**src/shared/pmw_pkg.sv**
```systemverilog
// Package for the power-mode and watchdog block: addresses, bit positions, reset values.
// Assumes an 8-bit special function register bus from the core.
package pmw_pkg;
    localparam logic [7:0] PMW_PCTRL_ADDR = 8'h87;
    localparam logic [7:0] PMW_KEY_ADDR = 8'ha1;
    localparam logic [7:0] PMW_RELOAD_ADDR = 8'ha2;
    localparam logic [7:0] PMW_PCTRL_RESET = 8'h00;
    localparam logic [7:0] PMW_KEY_RESET = 8'h00;
    localparam logic [7:0] PMW_RELOAD_RESET = 8'h00;
    localparam logic [7:0] PMW_KEY_DISABLE = 8'h55;
    localparam logic [8:0] PMW_INTERVAL_BASE = 9'h100;
    localparam logic [13:0] PMW_PRESCALE_LAST = 14'h2ffe;
    localparam logic [8:0] PMW_ZERO9 = 9'h000;
    localparam logic [13:0] PMW_ZERO14 = 14'h0000;
    localparam logic [7:0] PMW_ZERO8 = 8'h00;
    localparam logic [8:0] PMW_ONE9 = 9'h001;
    localparam logic [13:0] PMW_ONE14 = 14'h0001;
    localparam logic [8:0] PMW_TICKS_RESET = PMW_INTERVAL_BASE - {1'b0, PMW_RELOAD_RESET} - PMW_ONE9;
    localparam logic [15:0] PMW_XRAM_LIMIT = 16'h0200;
    localparam int PMW_BIT_XRAM_OFF = 6;
    localparam int PMW_BIT_LOAD_EN = 4;
    localparam int PMW_BIT_POWER_DOWN = 1;
    localparam int PMW_BIT_IDLE = 0;

    typedef struct packed {
        logic wr;
        logic rd;
        logic [7:0] addr;
        logic [7:0] wdata;
    } pmw_sfr_s;

    typedef struct packed {
        logic valid;
        logic [15:0] addr;
    } pmw_xmove_s;
endpackage : pmw_pkg

```
**src/core/pmw_power_watchdog.sv**
```systemverilog
// Power-mode control register and watchdog for an 8-bit microcontroller core.
// Assumes the core presents SFR accesses as one-cycle strobes on clk and wake events as levels.
`timescale 1ns/100ps
`default_nettype none
module pmw_power_watchdog
    import pmw_pkg::*;
(
    input wire logic clk,
    input wire logic rst,
    input wire pmw_sfr_s sfr,
    input wire logic irq_pending,
    input wire logic emu_mode,
    input wire pmw_xmove_s xmove,
    input wire logic xmove_rd,
    input wire logic xmove_wr,
    input wire logic ale_core,
    output logic [7:0] sfr_rdata,
    output logic cpu_clk_en,
    output logic periph_clk_en,
    output logic xram_sel,
    output logic ext_rd_n,
    output logic ext_wr_n,
    output logic ale_out,
    output logic mcu_reset,
    output logic chip_reset
);
    // Register state.
    logic [7:0] pctrl_q;
    logic [7:0] pctrl_d;
    logic armed_q;
    logic armed_d;
    logic [7:0] key_q;
    logic [7:0] key_d;
    logic [7:0] reload_q;
    logic [7:0] reload_d;

    // Watchdog counter state.
    logic [13:0] pre_q;
    logic [13:0] pre_d;
    logic [8:0] ticks_q;
    logic [8:0] ticks_d;

    // Registered outputs.
    logic [7:0] rdata_q;
    logic [7:0] rdata_d;
    logic cpu_en_q;
    logic cpu_en_d;
    logic per_en_q;
    logic per_en_d;
    logic xsel_q;
    logic xsel_d;
    logic rd_n_q;
    logic rd_n_d;
    logic wr_n_q;
    logic wr_n_d;
    logic ale_q;
    logic ale_d;
    logic mrst_q;
    logic mrst_d;
    logic crst_q;
    logic crst_d;

    // Decoded strobes and conditions.
    logic wr_pctrl;
    logic wr_key;
    logic wr_reload;
    logic rd_pctrl;
    logic rd_key;
    logic rd_reload;
    logic load_ok;
    logic expire;
    logic wd_enabled;
    logic wd_due;
    logic low_window;
    logic [8:0] start_ticks;
    logic [8:0] reload_ticks;

    assign wr_pctrl = sfr.wr && (sfr.addr == PMW_PCTRL_ADDR);
    assign wr_key = sfr.wr && (sfr.addr == PMW_KEY_ADDR);
    assign wr_reload = sfr.wr && (sfr.addr == PMW_RELOAD_ADDR);
    assign rd_pctrl = sfr.rd && (sfr.addr == PMW_PCTRL_ADDR);
    assign rd_key = sfr.rd && (sfr.addr == PMW_KEY_ADDR);
    assign rd_reload = sfr.rd && (sfr.addr == PMW_RELOAD_ADDR);
    // A reload is only taken while load enable is already set in the register.
    assign load_ok = wr_reload && pctrl_q[PMW_BIT_LOAD_EN];
    assign wd_enabled = armed_q && (key_q != PMW_KEY_DISABLE);
    // Expiry counts (256 - reload) prescaler periods of 12287 clocks each.
    assign expire = (ticks_q == PMW_ZERO9) && (pre_q == PMW_PRESCALE_LAST);
    // A load in the expiry cycle wins, so a timely reload never races a reset.
    assign wd_due = wd_enabled && expire && !load_ok;
    assign start_ticks = PMW_INTERVAL_BASE - {1'b0, sfr.wdata} - PMW_ONE9;
    assign reload_ticks = PMW_INTERVAL_BASE - {1'b0, reload_q} - PMW_ONE9;
    assign low_window = xmove.addr < PMW_XRAM_LIMIT;

    // Register group: control, arm flag, key and reload value.
    always_comb begin
        pctrl_d = pctrl_q;
        armed_d = armed_q;
        key_d = key_q;
        reload_d = reload_q;
        if (wr_pctrl) begin
            pctrl_d = sfr.wdata;
            if (sfr.wdata[PMW_BIT_LOAD_EN]) begin
                armed_d = 1'b1;
            end
        end
        if (wr_key) begin
            key_d = sfr.wdata;
        end
        if (load_ok) begin
            reload_d = sfr.wdata;
            pctrl_d[PMW_BIT_LOAD_EN] = 1'b0;
        end
        // A wake event clears the mode bits and wins over a same-cycle write, so an
        // interrupt racing the entry instruction cannot leave the core asleep.
        if (irq_pending) begin
            pctrl_d[PMW_BIT_IDLE] = 1'b0;
            pctrl_d[PMW_BIT_POWER_DOWN] = 1'b0;
        end
    end

    always_ff @(posedge clk) begin
        if (rst) begin
            pctrl_q <= PMW_PCTRL_RESET;
            armed_q <= 1'b0;
            key_q <= PMW_KEY_RESET;
            reload_q <= PMW_RELOAD_RESET;
        end else begin
            pctrl_q <= pctrl_d;
            armed_q <= armed_d;
            key_q <= key_d;
            reload_q <= reload_d;
        end
    end

    // Watchdog counter group; a disabling key freezes the count rather than clearing it.
    always_comb begin
        pre_d = pre_q;
        ticks_d = ticks_q;
        if (load_ok) begin
            pre_d = PMW_ZERO14;
            ticks_d = start_ticks;
        end else if (wd_enabled) begin
            if (pre_q == PMW_PRESCALE_LAST) begin
                pre_d = PMW_ZERO14;
                if (ticks_q == PMW_ZERO9) begin
                    ticks_d = reload_ticks;
                end else begin
                    ticks_d = ticks_q - PMW_ONE9;
                end
            end else begin
                pre_d = pre_q + PMW_ONE14;
            end
        end
    end

    always_ff @(posedge clk) begin
        if (rst) begin
            pre_q <= PMW_ZERO14;
            ticks_q <= PMW_TICKS_RESET;
        end else begin
            pre_q <= pre_d;
            ticks_q <= ticks_d;
        end
    end

    // Read data group; the answer stands for one cycle and is zero otherwise.
    always_comb begin
        rdata_d = PMW_ZERO8;
        if (rd_pctrl) begin
            rdata_d = pctrl_q;
        end else if (rd_key) begin
            rdata_d = key_q;
        end else if (rd_reload) begin
            rdata_d = reload_q;
        end
    end

    always_ff @(posedge clk) begin
        if (rst) begin
            rdata_q <= PMW_ZERO8;
        end else begin
            rdata_q <= rdata_d;
        end
    end

    // Clock enable group, taken from the next control value so the stop is prompt.
    always_comb begin
        // Power-down stops everything; idle keeps timers and serial controller running.
        cpu_en_d = !pctrl_d[PMW_BIT_IDLE] && !pctrl_d[PMW_BIT_POWER_DOWN];
        per_en_d = !pctrl_d[PMW_BIT_POWER_DOWN];
    end

    always_ff @(posedge clk) begin
        if (rst) begin
            cpu_en_q <= 1'b1;
            per_en_q <= 1'b1;
        end else begin
            cpu_en_q <= cpu_en_d;
            per_en_q <= per_en_d;
        end
    end

    // External move group.
    always_comb begin
        xsel_d = xmove.valid && low_window && !pctrl_q[PMW_BIT_XRAM_OFF];
        rd_n_d = !(xmove_rd && !xsel_d);
        wr_n_d = !(xmove_wr && !xsel_d);
    end

    always_ff @(posedge clk) begin
        if (rst) begin
            xsel_q <= 1'b0;
            rd_n_q <= 1'b1;
            wr_n_q <= 1'b1;
        end else begin
            xsel_q <= xsel_d;
            rd_n_q <= rd_n_d;
            wr_n_q <= wr_n_d;
        end
    end

    // Address latch strobe group; holding the last level keeps the pin quiet in power-down, while idle lets it run.
    always_comb begin
        ale_d = ale_core;
        if (pctrl_q[PMW_BIT_POWER_DOWN]) begin
            ale_d = ale_q;
        end
    end

    always_ff @(posedge clk) begin
        if (rst) begin
            ale_q <= 1'b0;
        end else begin
            ale_q <= ale_d;
        end
    end

    // Watchdog reset group. The pulse does not clear this block itself; the system
    // must route it back to rst if the registers are to start over.
    always_comb begin
        mrst_d = 1'b0;
        crst_d = 1'b0;
        if (wd_due) begin
            if (emu_mode) begin
                crst_d = 1'b1;
            end else begin
                mrst_d = 1'b1;
            end
        end
    end

    always_ff @(posedge clk) begin
        if (rst) begin
            mrst_q <= 1'b0;
            crst_q <= 1'b0;
        end else begin
            mrst_q <= mrst_d;
            crst_q <= crst_d;
        end
    end

    // Every output comes straight from its flip-flop.
    assign sfr_rdata = rdata_q;
    assign cpu_clk_en = cpu_en_q;
    assign periph_clk_en = per_en_q;
    assign xram_sel = xsel_q;
    assign ext_rd_n = rd_n_q;
    assign ext_wr_n = wr_n_q;
    assign ale_out = ale_q;
    assign mcu_reset = mrst_q;
    assign chip_reset = crst_q;
endmodule : pmw_power_watchdog
`default_nettype wire

```
**config.mk**
```make
export PLATFORM = sky130hd
export DESIGN_NAME = pmw_power_watchdog
export DESIGN_NICKNAME = d
export VERILOG_FILES = /design/src/shared/pmw_pkg.sv /design/src/core/pmw_power_watchdog.sv
export SDC_FILE = /design/constraint.sdc
export NUM_CORES = 1
export LEC_CHECK = 0
export BUFFER_PORTS_ARGS = -buffer_cell sky130_fd_sc_hd__clkbuf_2
export CORE_MARGIN = 10
export CORE_UTILIZATION = 57
export CTS_BUF_LIST = sky130_fd_sc_hd__clkbuf_2
export DETAILED_ROUTE_END_ITERATION = 7
export PLACE_DENSITY = 0.92
export SKIP_LAST_GASP = 1
export SLEW_MARGIN = 20
export SYNTH_ARGS = -nofsm -noshare
export SYNTH_HDL_FRONTEND = slang
export SYNTH_SLANG_ARGS = --single-unit
```
**constraint.sdc**
```tcl
create_clock -name clk -period 2.3 [get_ports clk]
set_clock_uncertainty 0.15 [all_clocks]
set_input_delay 0.345 -clock clk [delete_from_list [all_inputs] [get_ports clk]]
set_output_delay 0.345 -clock clk [all_outputs]
set_load 0.1 [all_outputs]
```
# Word level (Yosys, flattened, before mapping)
# Cells that the tools add are included.
# totals
regBits	64
output_inout_bits	16
word_cells	72
in_bits	42
# classes
n_reduce_logical	30
n_eq_ne	5
addsub	6
bitwise_logic	1
order_cmp	1
mux	12
# op_table
op	count
$mux 9	4
$sub 9x1->9 const B	3
$eq 8x8->1 const B	3
$mux 8	3
$sub 9x8->9 const A	2
$logic_and 1x1->1	16
$lt 16x10->1 const B	1
$add 14x1->14 const B	1
$eq 14x14->1 const B	1
$mux 14	1
$logic_not 9->1	1
$ne 8x7->1 const B	1
$logic_not 1->1	7
$mux 2	2
$reduce_and 2->1	2
$reduce_bool 2->1	2
$reduce_or 2->1	2
$mux 1	2
$not 1->1	1

# Logic depth before layout (Yosys ltp)
# Gate-level depths: netlist of run 1.
# logic_depth
depth_word	7
depth_mapped	8

# Least setup slack after synthesis of run 1
# Ideal clock, no wire load.
# synth_timing
path_kind	flip-flop to flip-flop
startpoint	register ticks_q[0]
endpoint	register ticks_q[3]
n_path_buf	0
setup_time_ns	0.091
stages_incl_launch_ff	8
t_arrival_ns	1.766
setup_slack_ns	0.293
required_ns	2.059
cell_sequence	dfxtp_1 > inv_1 > ha_1 > or4b_1 > nor2_2 > mux2i_1 > nor3_1 > a311oi_1
# synth_via
elab_chain_cells	5
elab_cells_between_ends	6
cone_classes	1 x add/sub; 4 x mux; 1 x reduce/logical
# synth_lines
element	line_no	rtl
start: declaration	pmw_power_watchdog.sv:40	logic [8:0] ticks_q;
start signal: assignment	pmw_power_watchdog.sv:163	ticks_q <= ticks_d;
$sub 9x1->9 / $logic_not 9->1 (equally long branches)	pmw_power_watchdog.sv:149, pmw_power_watchdog.sv:146	
$mux 9 (*)	pmw_power_watchdog.sv:146	if (ticks_q == PMW_ZERO9) begin
$mux 9 (*)	pmw_power_watchdog.sv:144	if (pre_q == PMW_PRESCALE_LAST) begin
$mux 9 (*)	pmw_power_watchdog.sv:143	end else if (wd_enabled) begin
$mux 9 (*)	pmw_power_watchdog.sv:140	if (load_ok) begin
# Mark *: on every way between the ends. The rest lies on a longest branch, timed or not. The select of a mux whose other input is x is not followed.
# A chain may end at the register's enable or synchronous reset.

# Final worst setup path of run 1
# Same ends and word-level chain as after synthesis.

==> flow_summary.json, run 1 <==
{
  "status": "finished clean",
  "critPathBufInv": 1,
  "fillers": 354,
  "post_cts.repair.setup_buffers": 0,
  "nets": 440,
  "drive_gt1_frac": 0.2080,
  "clockBufferDepth": 2,
  "fmax_ghz": 0.4782,
  "critPathLaunchType": "flop",
  "cts-root-buf": "clkbuf_2",
  "numPlacedInstances": 435,
  "crit_family": "simple AND/OR/NAND/NOR gates",
  "syn_avg_cell_area_um2": 8.850,
  "clock_sinks": 64,
  "synthFlopType": "dfxtp_1",
  "die_w_um": 91.47,
  "synth_edf_count": 0,
  "fin_crit_ns": 2.091,
  "vias": 2717,
  "critPathMaxFanout": 5,
  "dp_hpwl_um": 5338,
  "setup-violations-final": 0,
  "fp-row-count": 25,
  "wirelength_um": 7202,
  "maxSlewHeadroom": 0.5484,
  "gp_congestion": 0.8501,
  "final_antenna_net_count": 0,
  "cpPeakStageDelay_ns": 0.51,
  "io-pin-count": 58,
  "synthesis.nets": 374,
  "slew_viol_final": 0,
  "grt_setup_unrepaired": "no",
  "cellLeakagePower_nw": 1.327,
  "worstHoldPathType": "primary input to flop",
  "areaGrowthSynthToFinish_pct": 19.68,
  "final_core_util": 0.7187,
  "antenna_found_initial": 0,
  "drc": 0,
  "hold_viol_final": 0,
  "wire_per_inst_um": 15.45,
  "portBuffers": 48,
  "path_cells": "inv_1, ha_1, or4b_4, nor2_4, mux2i_1, nor3_1, a311oi_1",
  "ys_types": 56,
  "ys_warn_count": 0,
  "grt_start_max_net_pins": 19,
  "path_clk_slew_ns": 0.18,
  "cp_data_required_time_ns": 2.56,
  "netlist_instances": 329,
  "totalPowerFinal_mw": 1.888,
  "maxCapViolations": 0,
  "grt.overflow.total": 0,
  "fin_crit_sh": 0.9091,
  "h-tree-depth": 3,
  "fin_cells": 466,
  "cts_tree": "done",
  "drtPass1Iterations": 5,
  "grt_pass1_wl_um": 12140,
  "tightest_slew_ns": 0.6760,
  "drt_iter0_markers": 224,
  "p_per_area_mw_per_mm2": 541.7,
  "seq_area_frac_synth": 0.4401,
  "vias_per_cell": 5.830,
  "tritoncts.num_buffers": 9,
  "start_util": 0.6005,
  "crit_arrival_ns": 2.35,
  "cp_slowest_cell": "or4b_4",
  "netlist_area_mm2": 0.002912,
  "clk-insertion-delay-late_ns": 0.49,
  "grt_pass1_vias": 2676,
  "cp-end-kind": "flop",
  "antenna_cells": 0,
  "peakVddDrop_mv": 0.3299,
  "die_h_um": 91.47,
  "grt_usage": 0.1736,
  "die_area_mm2": 0.008367,
  "core_mm2": 0.004848,
  "worstSetupPathType": "flop to flop",
  "ys_seq_elements": 64,
  "async_flop_share": 0
}
-- final timing paths --
path | cells past startpoint | slack, ns | start | to
worst min register to register | 2 | 0.31 | pctrl_q[7]$_SDFFE_PP0P_ | pctrl_q[7]$_SDFFE_PP0P_
worst max-delay path | 7 | 0.21 | ticks_q[0]$_SDFFE_PP1P_ | ticks_q[3]$_SDFFE_PP1P_
worst max register to register | 7 | 0.21 | ticks_q[0]$_SDFFE_PP1P_ | ticks_q[3]$_SDFFE_PP1P_
worst min-delay path | 4 | 0.12 | xmove[9] | ext_rd_n$_SDFF_PP1_
-- metal layers --
metal	vias up	share of wire	track usage
li1	1315	-	-
met3	18	0.073	0.05679
met1	1277	0.41	0.1928
met5	-	0	0
met2	107	0.50	0.2962
met4	0	0.020	0.07441
-- per-stage QoR --
stage	hold WS [ns]	worst slack, ns	cell area [um2]	setup TNS [ns]
detailed placement	0.2971	-0.05932	3214	-0.06815
CTS	0.08775	0.1090	3476	0
floorplan	0.2569	0.2930	2912	0
global placement	0.2918	0.1101	3214	0
finish	0.1164	0.2090	3485	0
global route	0.1006	0.07206	3485	0
-- state kept, by name, indices dropped and copies added, names as in the netlist --
name,flops
ale_out,1
armed_q,1
chip_reset,1
cpu_clk_en,1
ext_rd_n,1
ext_wr_n,1
key_q,8
mcu_reset,1
pctrl_q,8
periph_clk_en,1
pre_q,14
reload_q,8
sfr_rdata,8
ticks_q,9
xram_sel,1
-- worst min-delay path, stage by stage --
cell	delay, ns
clkbuf_2	0.07
nand4b_1	0.11
and2_1	0.15
nand2_1	0.05
-- cell type report --
class,count,area (um2),share of cell area
well taps,67,83.83,0.02406
flip-flops and latches,64,1281,0.3677
repair buffers,74,475.5,0.1364
clock buffers,11,55.05,0.01580
inverters,8,30.03,0.008618
multi-input cells,238,1513,0.4341
clock inverters,4,46.29,0.01329
-- timing repair --
action                     CTS  global route
hold buffers                16             0
resized for setup            0             2
hold endpoints to repair    34             0
setup endpoints to repair    0             1
-- layout by cell type, fill, tap and decap left out, types with 6 or more instances in the layout --
| master | Yosys | final |
|---|---|---|
| dfxtp_1 | 64 | 64 |
| clkbuf_2 | 0 | 59 |
| nor2_1 | 40 | 40 |
| nand2_1 | 37 | 37 |
| a21oi_1 | 21 | 21 |
| dlygate4sd3_1 | 0 | 16 |
| nor3_1 | 14 | 14 |
| mux2i_1 | 14 | 14 |
| nor4_1 | 11 | 11 |
| buf_4 | 2 | 10 |
| xor2_1 | 9 | 9 |
| a22oi_1 | 9 | 9 |
| inv_1 | 8 | 8 |
| nand3_1 | 8 | 8 |
| a22o_1 | 8 | 8 |
| and3_1 | 6 | 6 |
-- power breakdown --
| group | total (mW) | internal, mW | switching [mW] | leakage, nW |
|---|---|---|---|---|
| clock network | 0.644 | 0.249 | 0.394 | 0.0654 |
| registers | 1.11 | 1.11 | 0.00134 | 0.517 |
| logic | 0.130 | 0.0519 | 0.0779 | 0.745 |
| total | 1.89 | 1.41 | 0.474 | 1.33 |
-- Yosys cell counts, types with 2 or more instances --
| master | instances | area, um2 |
|---|---|---|
| nand2_1 | 37 | 138.9 |
| and2_1 | 2 | 12.51 |
| xnor2_1 | 4 | 35.03 |
| nor3_1 | 14 | 70.07 |
| or3_1 | 2 | 12.51 |
| nand4bb_1 | 2 | 22.52 |
| a22oi_1 | 9 | 67.56 |
| nand4b_1 | 2 | 17.52 |
| a22o_1 | 8 | 70.07 |
| inv_1 | 8 | 30.03 |
| xor2_1 | 9 | 78.83 |
| nand4_1 | 5 | 31.28 |
| dfxtp_1 | 64 | 1281 |
| nor2b_1 | 3 | 18.77 |
| a21oi_1 | 21 | 105.1 |
| buf_2 | 8 | 40.04 |
| mux2i_1 | 14 | 140.1 |
| and3_1 | 6 | 37.54 |
| nand3_1 | 8 | 40.04 |
| buf_4 | 2 | 15.01 |
| and4_1 | 3 | 26.28 |
| a2111oi_0 | 2 | 17.52 |
| a211oi_1 | 2 | 15.01 |
| o21ai_0 | 3 | 15.01 |
| nor2_1 | 40 | 150.1 |
| clkbuf_1 | 7 | 26.28 |
| ha_1 | 3 | 37.54 |
| nor4_1 | 11 | 68.82 |
| a311oi_1 | 3 | 26.28 |
-- kinds of logic (layout without fill, tap and decap cells) --
family | count (synthesis) | in the layout | synth area share
multiplexers | 14 | 14 | 0.04813
AO/OA/AOI/OAI | 55 | 55 | 0.1306
AND/OR/NAND/NOR | 153 | 153 | 0.2858
adder cells (fa/ha/maj) | 3 | 3 | 0.01289
buffers and inverters | 27 | 97 | 0.04340
flip-flops | 64 | 64 | 0.4401
XOR/XNOR | 13 | 13 | 0.03911
Note: power is estimated with default switching activity, not from simulation.
==> run 2: changes to the inputs <==
CELL_PAD_IN_SITES_DETAIL_PLACEMENT = 1   (was not set)
CELL_PAD_IN_SITES_GLOBAL_PLACEMENT = 2   (was not set)
CORE_UTILIZATION = 34   (was 57)
==> run 2 against run 1 <==
  * Clock power is 2% higher
  * Clock-buffer cell count down 2
  * Non-clock buffer count increased by 1
  * Register-to-register slack worse by 0.05 ns
  * Fmax down 2.3%
  * Die area grew 51%
  * Largest power group unchanged
==> flow_summary.json, run 2 (same netlist as run 1, synthesis figures left out) <==
{
  "status": "finished clean",
  "p_comb_frac": 0.069,
  "drc": 0,
  "grt.overflow.total": 0,
  "areaGrowthSynthToFinish_pct": 21.70,
  "worstHoldPathType": "primary input to flop",
  "grt_pass1_wl_um": 13680,
  "vias_per_cell": 5.244,
  "cpPeakStageDelay_ns": 0.57,
  "grt_usage": 0.1290,
  "clockBufferDepth": 2,
  "worstRegToRegCells": 7,
  "grt_pass1_vias": 2809,
  "path_cells": "inv_1, ha_1, or4b_1, nor2_4, mux2i_1, nor3_1, a311oi_1",
  "maxCapViolations": 0,
  "hold_viol_final": 0,
  "grt_setup_unrepaired": "no",
  "final_common_cell": "dfxtp_1",
  "h-tree-depth": 3,
  "vias": 2648,
  "cellLeakagePower_nw": 1.335,
  "die_h_um": 112.5,
  "tightest_slew_ns": 0.7296,
  "die_w_um": 112.5,
  "slew_viol_final": 0,
  "cp-end-kind": "flop",
  "final_core_util": 0.4291,
  "fmax_ghz": 0.4671,
  "fin_crit_ns": 2.141,
  "crit_arrival_ns": 2.41,
  "top_regs": "pre_q: 14 flops, ticks_q: 9 flops",
  "critPathLaunchType": "flop",
  "wirelength_um": 8067,
  "tritoncts.num_buffers": 9,
  "totalPowerFinal_mw": 1.906,
  "clock_power_share": 0.346,
  "wire_per_inst_um": 15.97,
  "hold_ws_ns": 0.09393,
  "gp_congestion": 0.8116,
  "antenna_found_initial": 0,
  "core_mm2": 0.008258,
  "antenna_cells": 0,
  "clk-insertion-delay-late_ns": 0.51,
  "fin_crit_sh": 0.9308,
  "p_seq_frac": 0.585,
  "final_cell_mix": "dfxtp_1 (64), clkbuf_2 (57), nor2_1 (40)",
  "path_clk_slew_ns": 0.20,
  "reg2reg_from": "ticks_q[0]$_SDFFE_PP1P_",
  "portBuffers": 48,
  "io-pin-count": 58,
  "clock_sinks": 64,
  "tns_ns": 0,
  "drtPass1Iterations": 4,
  "maxSlewHeadroom": 0.5126,
  "largest_register_ffs": 14,
  "reg2reg_slack_ns": 0.16,
  "drive_gt1_frac": 0.2075,
  "dp_hpwl_um": 6010,
  "startpoint": "ticks_q[0]$_SDFFE_PP1P_",
  "cts_tree": "done",
  "worstSetupPathType": "flop to flop",
  "peakVddDrop_mv": 0.2028,
  "p_per_area_mw_per_mm2": 537.8,
  "grt_start_max_net_pins": 28,
  "final_antenna_net_count": 0,
  "place_area_mm2": 0.003262,
  "fillers": 1017,
  "cp_slowest_cell": "or4b_1",
  "fp-row-count": 33,
  "cts-root-buf": "clkbuf_2",
  "drt_iter0_markers": 141,
  "start_util": 0.3526,
  "p_sw_frac": 0.2620,
  "design_area_mm2": 0.003543,
  "critPathMaxFanout": 5,
  "r2r-end": "ticks_q[3]$_SDFFE_PP1P_",
  "nets": 441,
  "p_int_mw": 1.406,
  "cp_data_required_time_ns": 2.57,
  "p_switching_mw": 0.4993,
  "largest-register": "pre_q",
  "post_cts.repair.setup_buffers": 0,
  "die_area_mm2": 0.01267,
  "endpoint": "ticks_q[3]$_SDFFE_PP1P_",
  "setup-violations-final": 0
}
-- run 2: cell count changes in the layout (fill, tap and decap cells not counted), sizes merged --
| cell | before | now |
|---|---|---|
| clkbuf | 59 | 57 |
| clkinv | 2 | 4 |
| dlygate4sd3 | 16 | 17 |
-- run 2: power groups by stage --
stage	clock network [mW]	logic, mW	registers, mW
final	0.659	0.132	1.11
after global routing	0.735	0.143	1.12
after CTS	0.688	0.132	1.12
after detailed placement	0	0.111	1.14
after global placement	0	0.109	1.14
after floorplan	0	0.0353	1.16
-- run 2: worst min path at each step --
| stage | from | endpoint | depth (start not counted) |
|---|---|---|---|
| after detailed placement | pctrl_q[7]$_SDFFE_PP0P_ | pctrl_q[7]$_SDFFE_PP0P_ | 2 |
| after global placement | pctrl_q[7]$_SDFFE_PP0P_ | pctrl_q[7]$_SDFFE_PP0P_ | 2 |
| after CTS | sfr[16] | sfr_rdata[3]$_SDFF_PP0_ | 3 |
| after floorplan | xmove_rd | ext_rd_n$_SDFF_PP1_ | 1 |
| final | sfr[16] | sfr_rdata[6]$_SDFF_PP0_ | 3 |
| after global routing | sfr[16] | sfr_rdata[6]$_SDFF_PP0_ | 3 |
-- run 2: metrics by stage --
step / setup WS, ns / cells
2_1_floorplan: 0.2930 / 329
3_3_place_gp: -0.01589 / 473
3_5_place_dp: -0.1255 / 473
4_1_cts: 0.1068 / 505
5_1_grt: 0.03818 / 505
6_report: 0.1591 / 505
-- run 2: area by class of cell --
cell class,count,area [um2],area share
clock inverters,6,61.31,0.01730
inverters,8,30.03,0.008475
repair buffers,75,485.5,0.1370
well taps,105,131.4,0.03708
multi-input cells,238,1509,0.4258
flip-flops and latches,64,1281,0.3616
clock buffers,9,45.04,0.01271
-- run 2: critical path, delay by kind of cell (launching register included) --
family,cells,cell delay [ns]
buffers and inverters,1,0.07
flip-flops,1,0.39
multiplexers,1,0.21
AO/OA/AOI/OAI,1,0.24
adder cells (fa/ha/maj),1,0.16
AND/OR/NAND/NOR,3,0.85
-- run 2: metal layers --
| layer | vias to the layer above | track usage | part of all wire |
|---|---|---|---|
| met5 | - | 0 | 0 |
| met4 | 0 | 0.06176 | 0.021 |
| met3 | 12 | 0.02875 | 0.041 |
| met2 | 45 | 0.2116 | 0.49 |
| met1 | 1274 | 0.1557 | 0.45 |
| li1 | 1317 | - | - |
-- run 2: timing repair --
| item | 4_1_cts | 5_1_grt |
|---|---|---|
| hold endpoints to repair | 36 | 0 |
| resized for setup | 0 | 1 |
| setup endpoints to repair | 0 | 1 |
| hold buffers | 17 | 0 |
